<file path="src/design/acq_timer_pkg.sv">
// Register map, field layout, reset values and state codes of the acquisition timer.
// Assumes a single AHB-Lite slave on hclk with whole-word transfers only.
// Overview of operation
// Low register holds count bits 7:0
// High register holds count bits 12:8
// High register bits 7:5 read zero
// Nonzero count N gives N converter clocks
// Zero count, zero precharge skips acquisition
// Zero count, nonzero precharge gives 8192 clocks
// All count bits clear on any reset
// Down-counter loads at start, expiry starts conversion
package acq_timer_pkg;

   localparam logic [4:0]  ADDR_LOW       = 5'h00;
   localparam logic [4:0]  ADDR_HIGH      = 5'h04;
   localparam logic [4:0]  ADDR_PRE       = 5'h08;
   localparam logic [4:0]  ADDR_CTRL      = 5'h0c;
   localparam logic [4:0]  ADDR_STATUS    = 5'h10;

   localparam int          LOW_W          = 8;
   localparam int          HIGH_W         = 5;
   localparam int          COUNT_W        = 13;
   localparam int          CNT_W          = 14;
   localparam int          PRE_W          = 8;
   localparam int          DIV_W          = 4;

   localparam int          CTRL_START     = 0;
   localparam int          CTRL_DIV_LSB   = 8;
   localparam int          STAT_ACQ       = 0;
   localparam int          STAT_CNT_LSB   = 16;

   localparam logic [LOW_W-1:0]  LOW_RST  = 8'h00;
   localparam logic [HIGH_W-1:0] HIGH_RST = 5'h00;
   localparam logic [PRE_W-1:0]  PRE_RST  = 8'h00;
   localparam logic [DIV_W-1:0]  DIV_RST  = 4'h0;

   localparam logic [CNT_W-1:0]  ZERO_LEN = 14'h2000;
   localparam logic [CNT_W-1:0]  CNT_LAST = 14'h0001;

   typedef enum logic [0:0] {
      ST_IDLE = 1'b0,
      ST_ACQ  = 1'b1
   } acq_state_t;

endpackage

</file>
<file path="src/design/adc_acquisition_timer.sv">
// Acquisition timer: count registers, AHB-Lite slave and sampling-phase counter.
// Assumes hclk at 40 MHz feeds a divider that makes the converter clock tick,
// and that the sequencer downstream reacts to conv_start.
//
// Our own choices: register access over AHB-Lite and the register addresses.
`timescale 1ns/1ps
module adc_acquisition_timer
   import acq_timer_pkg::*;
(
   input  wire logic        hclk,       // Bus clock
   input  wire logic        hresetn,    // Async reset, active low
   input  wire logic        hsel,       // Slave select
   input  wire logic [31:0] haddr,      // Byte address
   input  wire logic [1:0]  htrans,     // Transfer type
   input  wire logic        hwrite,     // Write when high
   input  wire logic [2:0]  hsize,      // Transfer size, word only
   input  wire logic [31:0] hwdata,     // Write data
   input  wire logic        hready,     // Bus ready in
   output logic      [31:0] hrdata,     // Read data
   output logic             hreadyout,  // Slave ready
   output logic             hresp,      // Always OKAY
   output logic             acq_active, // Sampling phase in progress
   output logic             conv_start, // One-cycle conversion start
   output logic             adc_tick    // Converter clock tick
);

   typedef struct packed {
      logic [LOW_W-1:0]  acq_low;
      logic [HIGH_W-1:0] acq_high;
      logic [PRE_W-1:0]  pre;
      logic [DIV_W-1:0]  div;
      logic [DIV_W-1:0]  dcnt;
      logic [CNT_W-1:0]  cnt;
      acq_state_t        st;
      logic              conv;
      logic              dp_wr;
      logic              dp_rd;
      logic              rd_wait;
      logic [4:0]        dp_addr;
      logic [31:0]       rdata;
   } state_t;

   state_t                 r;
   state_t                 n;
   logic                   accept;
   logic                   tick;
   logic                   start_req;
   logic [COUNT_W-1:0]     count;
   logic [31:0]            rd_mux;

   assign accept     = hsel && hready && htrans[1];
   assign tick       = (r.dcnt >= r.div);
   assign count      = {r.acq_high, r.acq_low};
   assign start_req  = r.dp_wr && (r.dp_addr == ADDR_CTRL) && hwdata[CTRL_START];

   assign hrdata     = r.rdata;
   assign hreadyout  = !(r.dp_rd && !r.rd_wait);
   assign hresp      = 1'b0;
   assign acq_active = (r.st == ST_ACQ);
   assign conv_start = r.conv;
   assign adc_tick   = tick;

   // Read multiplexer; unmapped addresses read as zero
   always_comb begin
      rd_mux = 32'h0000_0000;
      unique case (r.dp_addr)
         ADDR_LOW:
            rd_mux[LOW_W-1:0] = r.acq_low;
         // upper bits zero
         ADDR_HIGH:
            rd_mux[HIGH_W-1:0] = r.acq_high;
         ADDR_PRE:
            rd_mux[PRE_W-1:0] = r.pre;
         ADDR_CTRL:
            rd_mux[CTRL_DIV_LSB +: DIV_W] = r.div;
         ADDR_STATUS: begin
            rd_mux[STAT_ACQ] = (r.st == ST_ACQ);
            rd_mux[STAT_CNT_LSB +: CNT_W] = r.cnt;
         end
         default:
            rd_mux = 32'h0000_0000;
      endcase
   end

   always_comb begin
      n      = r;
      n.conv = 1'b0;

      // Converter clock divider, free running
      if (tick) begin
         n.dcnt = '0;
      end else begin
         n.dcnt = r.dcnt + 4'h1;
      end

      // Write data phase commits at its end
      if (r.dp_wr) begin
         n.dp_wr = 1'b0;
         unique case (r.dp_addr)
            // low count byte
            ADDR_LOW:
               n.acq_low = hwdata[LOW_W-1:0];
            // high count bits
            ADDR_HIGH:
               n.acq_high = hwdata[HIGH_W-1:0];
            ADDR_PRE:
               n.pre = hwdata[PRE_W-1:0];
            ADDR_CTRL:
               n.div = hwdata[CTRL_DIV_LSB +: DIV_W];
            default: begin
            end
         endcase
      end

      // Read takes one wait state so the data leaves a flip-flop
      if (r.dp_rd) begin
         if (!r.rd_wait) begin
            n.rd_wait = 1'b1;
            n.rdata   = rd_mux;
         end else begin
            n.rd_wait = 1'b0;
            n.dp_rd   = 1'b0;
         end
      end

      if (accept) begin
         n.dp_wr   = hwrite;
         n.dp_rd   = !hwrite;
         n.dp_addr = haddr[4:0];
      end

      unique case (r.st)
         ST_IDLE: begin
            if (start_req) begin
               if (count == 13'h0000) begin
                  if (r.pre == 8'h00) begin
                     // skip acquisition
                     n.conv = 1'b1;
                  end else begin
                     // full length
                     n.cnt = ZERO_LEN;
                     n.st  = ST_ACQ;
                  end
               end else begin
                  // load down-counter
                  n.cnt = {1'b0, count};
                  n.st  = ST_ACQ;
               end
            end
         end
         ST_ACQ: begin
            // one step per tick
            if (tick) begin
               if (r.cnt == CNT_LAST) begin
                  // expiry starts conversion
                  n.cnt  = '0;
                  n.st   = ST_IDLE;
                  n.conv = 1'b1;
               end else begin
                  n.cnt = r.cnt - CNT_LAST;
               end
            end
         end
      endcase
   end

   // clear on reset
   always_ff @(posedge hclk or negedge hresetn) begin
      if (!hresetn) begin
         r          <= '0;
         r.acq_low  <= LOW_RST;
         r.acq_high <= HIGH_RST;
         r.pre      <= PRE_RST;
         r.div      <= DIV_RST;
         r.st       <= ST_IDLE;
      end else begin
         r <= n;
      end
   end

   // Helper logic for checking the phase length
   logic [CNT_W-1:0] h_ticks;
   logic [CNT_W-1:0] h_len;

   always_ff @(posedge hclk or negedge hresetn) begin
      if (!hresetn) begin
         h_ticks <= '0;
         h_len   <= '0;
      end else if (r.st == ST_IDLE && n.st == ST_ACQ) begin
         h_ticks <= '0;
         h_len   <= n.cnt;
      end else if (r.st == ST_ACQ && tick) begin
         h_ticks <= h_ticks + CNT_LAST;
      end
   end

   logic wr_low;
   logic wr_high;
   logic rd_high;
   logic rd_low;
   logic rd_ctrl;

   assign wr_low  = r.dp_wr && (r.dp_addr == ADDR_LOW);
   assign wr_high = r.dp_wr && (r.dp_addr == ADDR_HIGH);
   assign rd_high = r.dp_rd && !r.rd_wait && (r.dp_addr == ADDR_HIGH);
   assign rd_low  = r.dp_rd && !r.rd_wait && (r.dp_addr == ADDR_LOW);
   assign rd_ctrl = r.dp_rd && !r.rd_wait && (r.dp_addr == ADDR_CTRL);
endmodule

</file>
<file path="config.mk">
export PLATFORM = sky130hd
export DESIGN_NAME = adc_acquisition_timer
export DESIGN_NICKNAME = d
export VERILOG_FILES = /design/src/design/acq_timer_pkg.sv /design/src/design/adc_acquisition_timer.sv
export SDC_FILE = /design/constraint.sdc
export NUM_CORES = 1
export LEC_CHECK = 0
export BUFFER_PORTS_ARGS = -buffer_cell sky130_fd_sc_hd__buf_2
export CORE_MARGIN = 3
export CORE_UTILIZATION = 40
export CTS_CLUSTER_DIAMETER = 80
export CTS_CLUSTER_SIZE = 28
export DETAILED_ROUTE_END_ITERATION = 8
export HOLD_SLACK_MARGIN = 0.03
export PLACE_DENSITY = 0.74
export SETUP_SLACK_MARGIN = 0.15
export SYNTH_ARGS = -nofsm -noshare
export SYNTH_HDL_FRONTEND = slang
export SYNTH_SLANG_ARGS = --single-unit
</file>
<file path="constraint.sdc">
create_clock -name hclk -period 1.98 [get_ports hclk]
set_input_delay 0.198 -clock hclk [delete_from_list [all_inputs] [get_ports hclk]]
set_output_delay 0.198 -clock hclk [all_outputs]
set_load 0.03 [all_outputs]
</file>
# ---- Word-level counts from Yosys, hierarchy flattened
# Cells that the tools add are included.
# Widths: inputs -> output; s select.
dict set report word_totals {
  reg_bits 79
  latchBits 0
  ram_bits 0
  rom_bits 0
  in_bits 74
  out_inout_bits 37
  wordCells 61
  mem_count 0
}
dict set report op_classes {
  n_addsub 2
  n_mul 0
  div_mod_pow 0
  n_lt_le_gt_ge 1
  eq_ne 8
  shift 0
  n_mux 18
  bitwise_logic 2
  n_reduce_logical 17
}
# op count
set ops {}
lappend ops {{$mux 16} 2}
lappend ops {{$pmux 16 s2} 1}
lappend ops {{$mux 15} 2}
lappend ops {{$mux 14} 2}
lappend ops {{$eq 14x1->1 const B} 1}
lappend ops {{$sub 14x1->14 const B} 1}
lappend ops {{$logic_not 13->1} 1}
lappend ops {{$pmux 4 s3} 1}
lappend ops {{$eq 5x4->1 const B} 2}
lappend ops {{$reduce_and 2->1} 5}
lappend ops {{$logic_not 8->1} 1}
lappend ops {{$mux 4} 2}
lappend ops {{$mux 2} 3}
lappend ops {{$pmux 3 s2} 1}
lappend ops {{$eq 5x3->1 const B} 1}
lappend ops {{$eq 5x5->1 const B} 1}
lappend ops {{$logic_and 1x1->1} 5}
lappend ops {{$logic_not 5->1} 1}
lappend ops {{$add 4x1->4 const B} 1}
lappend ops {{$ge 4x4->1} 1}
lappend ops {{$ne 2x2->1 const B} 2}
lappend ops {{$pmux 1 s4} 1}
lappend ops {{$logic_not 1->1} 3}
lappend ops {{$mux 1} 3}
lappend ops {{3 further kinds} 4}

# ---- Depth between registers and ports, before layout
# Gate-level depths: netlist of the first run.
dict set report logic_depth {
  ltp_word 5
  mapped_depth 9
  depth_no_buf 7
}

# ---- Worst setup path before layout of the first run
# OpenSTA, ideal clock, no wires.
dict set report synth_timing {
  path_type {reg2reg}
  start {register r[56] (netlist bit)}
  end {register r[50] (netlist bit)}
  t_arrival_ns 1.993
  slack_ns -0.137
  path_stages_with_launch 9
  period_less_slack_ns 2.117
  cell_sequence {dfrtp_1 -> inv_1 -> ha_1 -> nand2b_1 -> a2111o_1 -> and3_1 -> clkbuf_1 -> a22o_1 -> a211o_1}
}
dict set report synth_via {
  elab_chain_cells 3
}
# item line
set synth_rtl {}
lappend synth_rtl {{from (decl)} adc_acquisition_timer.sv:43} ;# state_t r;
lappend synth_rtl {{from (signal assigned)} adc_acquisition_timer.sv:177} ;# r <= n;
lappend synth_rtl {{$ge 4x4->1} adc_acquisition_timer.sv:52} ;# assign tick = (r.dcnt >= r.div);
lappend synth_rtl {{$ne 2x2->1 (no line)} --}
lappend synth_rtl {{$reduce_and 3->1 (no line)} --}
# Every way passes these cells.
# A chain may end at the register's enable or synchronous reset.

# ---- Final worst setup path of the first run
dict set report layout_timing {
  start {register r[60] (netlist bit)}
  end {register r[43] (netlist bit)}
}
# The elaborated chain is that of the path after synthesis.

==> flow_summary.yaml, run 1 <==
status:
  status: "finished with violations"
  violations: "setup timing"
global_routing:
  use_met2: 0.283
  grt_util_met3: 0.0407
  grt_max_degree: 36
  grt_pass1_wl_um: 15200
  grt_overflow: 0
  track_usage: 0.172
  grt_pass1_vias: 3121
  antenna_found_initial: 0
  grt.busiest_layer: "met2"
  grt_util_met1: 0.215
setup_path:
  path_max_fanout: 7
  worst_setup_path_end_kind: "register"
  crit_buf_inv: 2
  rrSetupSlack_ns: -0.10
  critPathTopFamily: "compound AO/OA/AOI/OAI gates"
  path_cells: "ha_1, nand2b_4, a2111o_1, buf_4, nand3_4, clkbuf_16, nor3_1, a221o_1"
  worstPathArrival_ns: 2.31
  cp.depth: 8
  max_stage_delay_ns: 0.40
  crit_required_ns: 2.21
  r2r-end: "r[43]"
  r2r_cells: 8
  setup.worst_path.start_class: "register"
  r2r-start: "r[60]"
  critical_path_class: "register to register"
  slowest_stage: "a2111o_1"
clocking:
  clockBufferDepth: 2
  cts.clk_slew.worst_paths_ns: 0.08
  cts.sinks: 79
  htree_num_levels: 3
  cts_tree: "yes"
  insertion_delay_ns: 0.35
  cts_buffers: 9
  root_buffer: "clkbuf_8"
power:
  switching_share: 0.361
  seq_power_share: 0.397
  p_switching_mw: 2.11
  clkPwrFrac: 0.230
  p_comb_frac: 0.373
  ir_worst_vdd_uv: 536
  total_power_mw: 5.83
  p_leak_nw: 2.29
  powerDensity_nw_per_um2: 1220
  power.internal_mw: 3.73
logic_synthesis:
  syn_inst: 365
  ys_async_sr_fraction: 1.00
  ys_ff_latch: 79
  ys_warn_count: 0
  synth_compound_area_frac: 0.132
  syn_area_um2: 4020
  ys.flop_type: "dfrtp_1"
  yosys.area_share.simple: 0.148
  synth_top_family_by_area: "simple AND/OR/NAND/NOR gates"
  synth_cell_types: 50
  synth-xor-area-share: 0.0262
  ys_seq_area_frac: 0.492
  synth-edff-count: 0
  synth_fa_ha_area_frac: 0.0218
  synthMuxAreaShare: 0.0832
  syn-mean-instance-area_um2: 11.0
sta:
  finalCriticalPeriod_ns: 2.08
  drv_slew: 0
  setup_violations: 14
  rsz0062_at_grt: "yes"
  hold-worst-slack_ns: 0.0547
  worst_slack_ns: -0.101
  max_freq_mhz: 481
  min_period_over_period: 1.05
  hold_viol: 0
  fin_skew_ns: 0.00794
hold_path:
  hold_depth: 3
  hold_end: "r[61]"
  hp-start: "hwdata[9]"
  hp-class: "input pin to register"
place:
  hpwl_um: 6870
  io_buffers: 52
  dp_cells: 538
  dp_slack_ns: -0.0330
  gp_congestion: 0.895
routing:
  wl_per_cell_um: 16.6
  firstDrtPassIters: 5
  ant_nets: 0
  drt_wl_total_um: 9280
  via_per_inst: 5.31
  drc_errors: 0
  vias: 2971
  first_iter_violations: 143
layout:
  drive_above_1_share: 0.376
  fillers: 814
  final-seq-area_um2: 1980
  n_antenna_cell: 0
  final_util: 0.505
  final-instance-count-excl-fill: 560
  area_delta_synth_final_pct: 19.5
  nets: 507
  multi_input_area_um2: 1730
job:
  drv_cap: 0
floorplan:
  boundaryPins: 111
  die_h_um: 106
  fp.coreArea_um2: 9500
  die_area_um2: 11300
  floorplan.initialDensity: 0.423
  rows: 35
  die_width_um: 106
-- power groups by stage --
stage          Sequential [mW]  Combinational [mW]  Clock (mW)
5_1_grt                   2.37                2.37        1.42
3_5_place_dp              2.34                2.06           0
6_report                  2.32                2.17        1.34
4_1_cts                   2.31                2.15        1.36
3_3_place_gp              2.31                1.98           0
2_1_floorplan             2.25                1.59           0
-- worst min-delay path, delay by kind of cell --
kind / cells / cell delay [ns]
buf+inv: 1 / 0.07
compound gates: 1 / 0.06
simple gates: 1 / 0.03
-- registers in the layout, summed over array words and instances (netlist names) --
name / flops
r: 38
conv_start: 1
hrdata: 26
count: 13
acq_active: 1
-- cell usage in the layout, fill, tap and decap left out, types with 3 or more instances in the layout --
cell type,n
o31ai_1,3
nor4_1,7
o21ai_0,14
ha_1,7
nor3_1,12
mux2i_1,3
a22o_1,14
nand2_2,3
xnor2_1,6
a22oi_1,8
inv_1,13
mux2_2,27
a31oi_1,5
nor2_1,22
a221o_1,8
nand3_1,7
buf_6,3
xor2_1,6
nand2_1,21
buf_2,50
buf_4,38
o21ai_1,3
nor4_4,4
dfrtp_1,78
conb_1,7
clkbuf_8,10
-- through the flow --
stage | cell area (um^2) | TNS (ns)
2_1_floorplan | 4060 | -0.00583
3_3_place_gp | 4440 | -0.00369
3_5_place_dp | 4440 | -0.0353
4_1_cts | 4750 | -1.16
5_1_grt | 4800 | -2.30
6_report | 4800 | -1.08
-- timing repair --
action	CTS	global route
pin swaps	2	2
hold buffers	2	0
cloned	0	1
endpoints found under the hold margin	34	0
setup buffers	3	0
resized for setup	14	6
setup endpoints to repair	20	34
-- how the worst max path moves through the flow --
stage	from	endpoint
after floorplan	r[56]	r[50]
after global placement	r[60]	r[50]
after detailed placement	r[60]	r[55]
after CTS	r[60]	adc_tick
after global routing	r[60]	r[48]
final	r[60]	r[43]
-- cell type report --
cell class,instances,area share
sequential,79,0.412
multi-input combinational,227,0.361
timing repair buffer,96,0.136
tap,129,0.0336
clock buffer,11,0.0295
clock inverter,5,0.0169
inverter,13,0.0102
-- cell families after synthesis --
| logic type | count (synthesis) |
|---|---|
| and+or+nand+nor | 102 |
| muxes | 30 |
| AOI/OAI and AO/OA | 69 |
| DFF | 79 |
| other | 1 |
| buffers and inverters | 65 |
| xor gates and xnor gates | 12 |
| adders and majority gates | 7 |
-- metal layers --
metal,part of all wire,vias to the layer above
met2,0.50,98
met4,0.022,0
met5,0,-
met1,0.42,1447
met3,0.059,19
li1,-,1407
-- Yosys cell counts (7+ instances only) --
library cell	n	area, um^2
clkbuf_1	12	45.0
inv_1	13	48.8
a22o_1	14	123
a221o_1	8	80.1
nor4_1	8	50.1
mux2_2	27	304
o21ai_0	17	85.1
dfrtp_1	79	1980
nor2_1	22	82.6
nand2_1	24	90.1
nand3_1	8	40.0
nor3_1	12	60.1
ha_1	7	87.6
buf_4	37	278
a22oi_1	9	67.6
Power figures use the tool's default switching activity.
==> run 2, diff against run 1 <==
Settings changed: BUFFER_PORTS_ARGS -buffer_cell sky130_fd_sc_hd__buf_2 to -buffer_cell sky130_fd_sc_hd__buf_4, CORE_UTILIZATION 40 to 31, PLACE_DENSITY 0.74 to 0.62.
==> run 2 against run 1 <==
Net effect:
- the flow still finishes with violations (setup timing)
- worst setup slack gained 0.019 ns
- fmax grew 0.93%
- wire length up 3.8%
- hold slack got worse by 0.0090 ns
- register-to-register slack improved by 0.06 ns
- clock-buffer cell count unchanged
- first-iteration DRC count is 66% higher
- design area increased by 6.4%
- highest routed layer unchanged
==> flow_summary.yaml, run 2 (same netlist as run 1, synthesis figures left out) <==
power:
  ir_worst_vdd_uv: 440
  seq_power_share: 0.361
  p_switching_mw: 2.13
  power.internal_mw: 4.22
  clkPwrFrac: 0.284
  p_comb_frac: 0.355
  switching_share: 0.335
  p_leak_nw: 2.37
  total_power_mw: 6.35
  powerDensity_nw_per_um2: 1240
routing:
  first_iter_violations: 238
  ant_nets: 0
  firstDrtPassIters: 4
  drt_wl_total_um: 9630
  vias: 2943
  drc_errors: 0
  via_per_inst: 4.92
  wl_per_cell_um: 16.1
setup_path:
  worst_setup_path_end_kind: "output port"
  critPathTopFamily: "compound AO/OA/AOI/OAI gates"
  path_cells: "ha_1, nand2b_4, a2111o_1, and2_4, buf_6"
  setup.worst_path.start_class: "register"
  worstPathArrival_ns: 1.86
  r2r-end: "r[50]"
  crit_required_ns: 1.78
  critical_path_class: "register to output port"
  r2r_cells: 6
  rrSetupSlack_ns: -0.04
  max_stage_delay_ns: 0.41
  crit_buf_inv: 1
  r2r-start: "r[60]"
  path_max_fanout: 3
  slowest_stage: "a2111o_1"
  cp.depth: 5
hold_path:
  hold_depth: 2
  hp-class: "input pin to register"
  hold_end: "r[38]"
  hp-start: "hwrite"
sta:
  min_period_over_period: 1.04
  fin_skew_ns: 0.00724
  drv_slew: 0
  hold-worst-slack_ns: 0.0458
  hold_viol: 0
  rsz0062_at_grt: "yes"
  setup_tns_ns: -0.126
  finalCriticalPeriod_ns: 2.06
  setup_violations: 2
  worst_slack_ns: -0.0814
  max_freq_mhz: 485
floorplan:
  fp.coreArea_um2: 12400
  die_width_um: 120
  die_area_um2: 14400
  floorplan.initialDensity: 0.325
  rows: 40
  die_h_um: 120
  boundaryPins: 111
clocking:
  insertion_delay_ns: 0.33
  htree_num_levels: 3
  clockBufferDepth: 2
  cts.sinks: 79
  root_buffer: "clkbuf_16"
  cts_buffers: 9
  cts_tree: "yes"
  cts.clk_slew.worst_paths_ns: 0.06
layout:
  area_delta_synth_final_pct: 27.1
  n_antenna_cell: 0
  top_register: "r"
  largest_register_ffs: 38
  drive_above_1_share: 0.391
  layout.cells.most_common_list: "buf_4 (86), dfrtp_1 (79), mux2_2 (27), nor2_1 (21), nand2_1 (21)"
  nets: 506
  layout_commonest_cell: "buf_4"
  final_util: 0.413
place:
  io_buffers: 52
  dp_slack_ns: -0.0285
  gp_congestion: 0.853
  hpwl_um: 7160
status:
  status: "finished with violations"
  violations: "setup timing"
job:
  drv_cap: 0
global_routing:
  grt_pass1_wl_um: 15600
  antenna_found_initial: 0
  track_usage: 0.138
  grt_max_degree: 49
  grt_pass1_vias: 3027
  grt_overflow: 0
==> run 2: cell types whose count changed in the layout (fill, tap and decap cells not counted), moves of 2 or more <==
| cell | change |
|---|---|
| clkbuf_16 | +8 |
| buf_6 | +2 |
| clkbuf_8 | -8 |
| buf_2 | -50 |
| buf_4 | +48 |
==> run 2: layer usage <==
layer  GRT usage  share of wire  routed length, um  vias to the layer above
met1       0.174           0.44               4270                     1439
met3      0.0358          0.041                397                       18
met2       0.228           0.49               4760                       74
li1            -              -                  -                     1412
met4      0.0494          0.021                206                        0
met5           0              0                  0                        -
==> run 2: what timing repair did <==
action	in CTS	in global routing
endpoints found under the hold margin	31	0
buffers inserted	1	1
pin swaps	2	5
endpoints found under the setup margin	16	32
hold buffers	1	0
resized for setup	4	24
==> run 2: power groups by stage <==
| stage | logic, mW | clock network (mW) | registers, mW |
|---|---|---|---|
| final | 2.25 | 1.81 | 2.29 |
| after global routing | 2.46 | 1.91 | 2.34 |
| after CTS | 2.23 | 1.85 | 2.29 |
| after detailed placement | 2.18 | 0 | 2.32 |
| after global placement | 2.13 | 0 | 2.31 |
| after floorplan | 1.59 | 0 | 2.25 |
==> run 2: worst max path at each step <==
| stage | start | endpoint | slack, ns |
|---|---|---|---|
| 2_1_floorplan | r[56] | r[50] | -0.006 |
| 3_3_place_gp | r[60] | r[50] | -0.02 |
| 3_5_place_dp | r[60] | r[42] | -0.03 |
| 4_1_cts | r[56] | adc_tick | -0.11 |
| 5_1_grt | r[60] | adc_tick | -0.13 |
| 6_report | r[60] | adc_tick | -0.08 |
==> run 2: layout make-up <==
type,count,area (um^2)
fillers,1186,7260
flip-flops and latches,79,1980
multi-input cells,227,1770
repair buffers,95,772
clock buffers,11,253
well taps,168,210
clock inverters,5,78.8
inverters,13,48.8
==> run 2: per-stage QoR <==
step,instance area (um^2),std cells
global placement,4650,579
detailed placement,4650,579
global route,5100,598
finish,5100,598
CTS,5000,597
floorplan,4060,371
==> run 3, diff against run 2 <==
Settings changed: CTS_CLUSTER_SIZE 28 to default, MAX_ROUTING_LAYER from default to met4.
==> run 3 against run 2 <==
Net effect:
- register-to-register slack hardly changed
- the run still ends with setup timing left
- sequential share of layout area stayed put
- hold slack worse by 0.00097 ns
==> flow_summary.yaml, run 3 (same netlist as run 1, synthesis figures left out) <==
setup_path:
  max_stage_delay_ns: 0.41
  slowest_stage: "a2111o_1"
  critPathTopFamily: "compound AO/OA/AOI/OAI gates"
  worst_setup_path_end_kind: "output port"
  path_cells: "ha_1, nand2b_4, a2111o_1, and2_4, buf_6"
  path_max_fanout: 3
  critical_path_class: "register to output port"
  crit_buf_inv: 1
  worstPathArrival_ns: 1.86
  setup.worst_path.start_class: "register"
  crit_required_ns: 1.78
  rrSetupSlack_ns: -0.05
global_routing:
  grt_overflow: 0
  antenna_found_initial: 0
  track_usage: 0.142
  grt_pass1_wl_um: 15600
  grt_pass1_vias: 3044
  grt_max_degree: 49
clocking:
  htree_num_levels: 3
  cts.clk_slew.worst_paths_ns: 0.06
  cts.sinks: 79
  clockBufferDepth: 2
  insertion_delay_ns: 0.33
  cts_tree: "yes"
  cts_buffers: 9
  root_buffer: "clkbuf_16"
power:
  powerDensity_nw_per_um2: 1250
  p_leak_nw: 2.37
  ir_worst_vdd_uv: 440
routing:
  ant_nets: 0
  drt_wl_total_um: 9710
  firstDrtPassIters: 4
  vias: 2978
  drc_errors: 0
  wl_per_cell_um: 16.2
  via_per_inst: 4.98
  first_iter_violations: 255
hold_path:
  hp-class: "input pin to register"
floorplan:
  die_area_um2: 14400
  rows: 40
  die_width_um: 120
  fp.coreArea_um2: 12400
  boundaryPins: 111
  floorplan.initialDensity: 0.325
  die_h_um: 120
layout:
  layout.cells.most_common_list: "buf_4 (86), dfrtp_1 (79), mux2_2 (27), nor2_1 (21), nand2_1 (21)"
  area_delta_synth_final_pct: 27.1
  n_antenna_cell: 0
  final_util: 0.413
  layout_commonest_cell: "buf_4"
  fillers: 1186
  largest_register_ffs: 38
  final-instance-count-excl-fill: 598
  drive_above_1_share: 0.391
  nets: 506
  top_register: "r"
status:
  violations: "setup timing"
  status: "finished with violations"
sta:
  worst_slack_ns: -0.0828
  setup_tns_ns: -0.134
  min_period_over_period: 1.04
  fin_skew_ns: 0.00770
  hold_viol: 0
  setup_violations: 2
  rsz0062_at_grt: "yes"
  finalCriticalPeriod_ns: 2.06
  max_freq_mhz: 485
  drv_slew: 0
place:
  gp_congestion: 0.867
  hpwl_um: 7160
  io_buffers: 52
  dp_slack_ns: -0.0285
  dp_cells: 579
job:
  drv_cap: 0
## run 3: area by class of cell
| type | count | area (um^2) | share of cell area |
|---|---|---|---|
| Clock buffer | 11 | 253 | 0.0495 |
| Clock inverter | 5 | 78.8 | 0.0154 |
| Inverter | 13 | 48.8 | 0.00956 |
| Multi-Input combinational cell | 227 | 1770 | 0.346 |
| Sequential cell | 79 | 1980 | 0.387 |
| Tap cell | 168 | 210 | 0.0412 |
| Timing Repair Buffer | 95 | 772 | 0.151 |
## run 3: timing repair
action | CTS | global route
setup buffers | 1 | 1
endpoints found under the hold margin | 31 | 0
gates resized for setup | 4 | 24
hold buffers | 1 | 0
endpoints found under the setup margin | 16 | 32
pin swaps | 2 | 5
## run 3: power breakdown
group / internal [mW] / leakage (nW) / switching [mW]
registers: 1.97 / 1.02 / 0.327
clock network: 1.17 / 0.166 / 0.634
logic: 1.08 / 1.18 / 1.18
## run 3: worst paths after layout
| kind | from | to | depth (start not counted) |
|---|---|---|---|
| worst min register to register | r[37] | r[37] | 1 |
| max in group asynchronous | hresetn | r[65] | 3 |
| worst max register to register | r[60] | r[50] | 6 |
| worst max-delay path | r[60] | adc_tick | 5 |
| worst min-delay path | hwrite | r[38] | 2 |
| min in group asynchronous | hresetn | r[60] | 2 |
## run 3: per-layer routing
layer / vias up / share of wire / global-route usage
li1: 1409 / - / -
met1: 1467 / 0.45 / 0.175
met2: 81 / 0.49 / 0.228
met3: 21 / 0.042 / 0.0339
met4: 0 / 0.022 / 0.0494
met5: - / 0 / -
## run 3: through the flow
step	power [mW]	area, um^2	hold slack (ns)
6_report	6.36	5100	0.0448
5_1_grt	6.71	5100	0.0502
4_1_cts	6.37	5000	0.0398
3_5_place_dp	4.50	4650	0.180
3_3_place_gp	4.43	4650	0.172
2_1_floorplan	3.84	4060	-0.0976
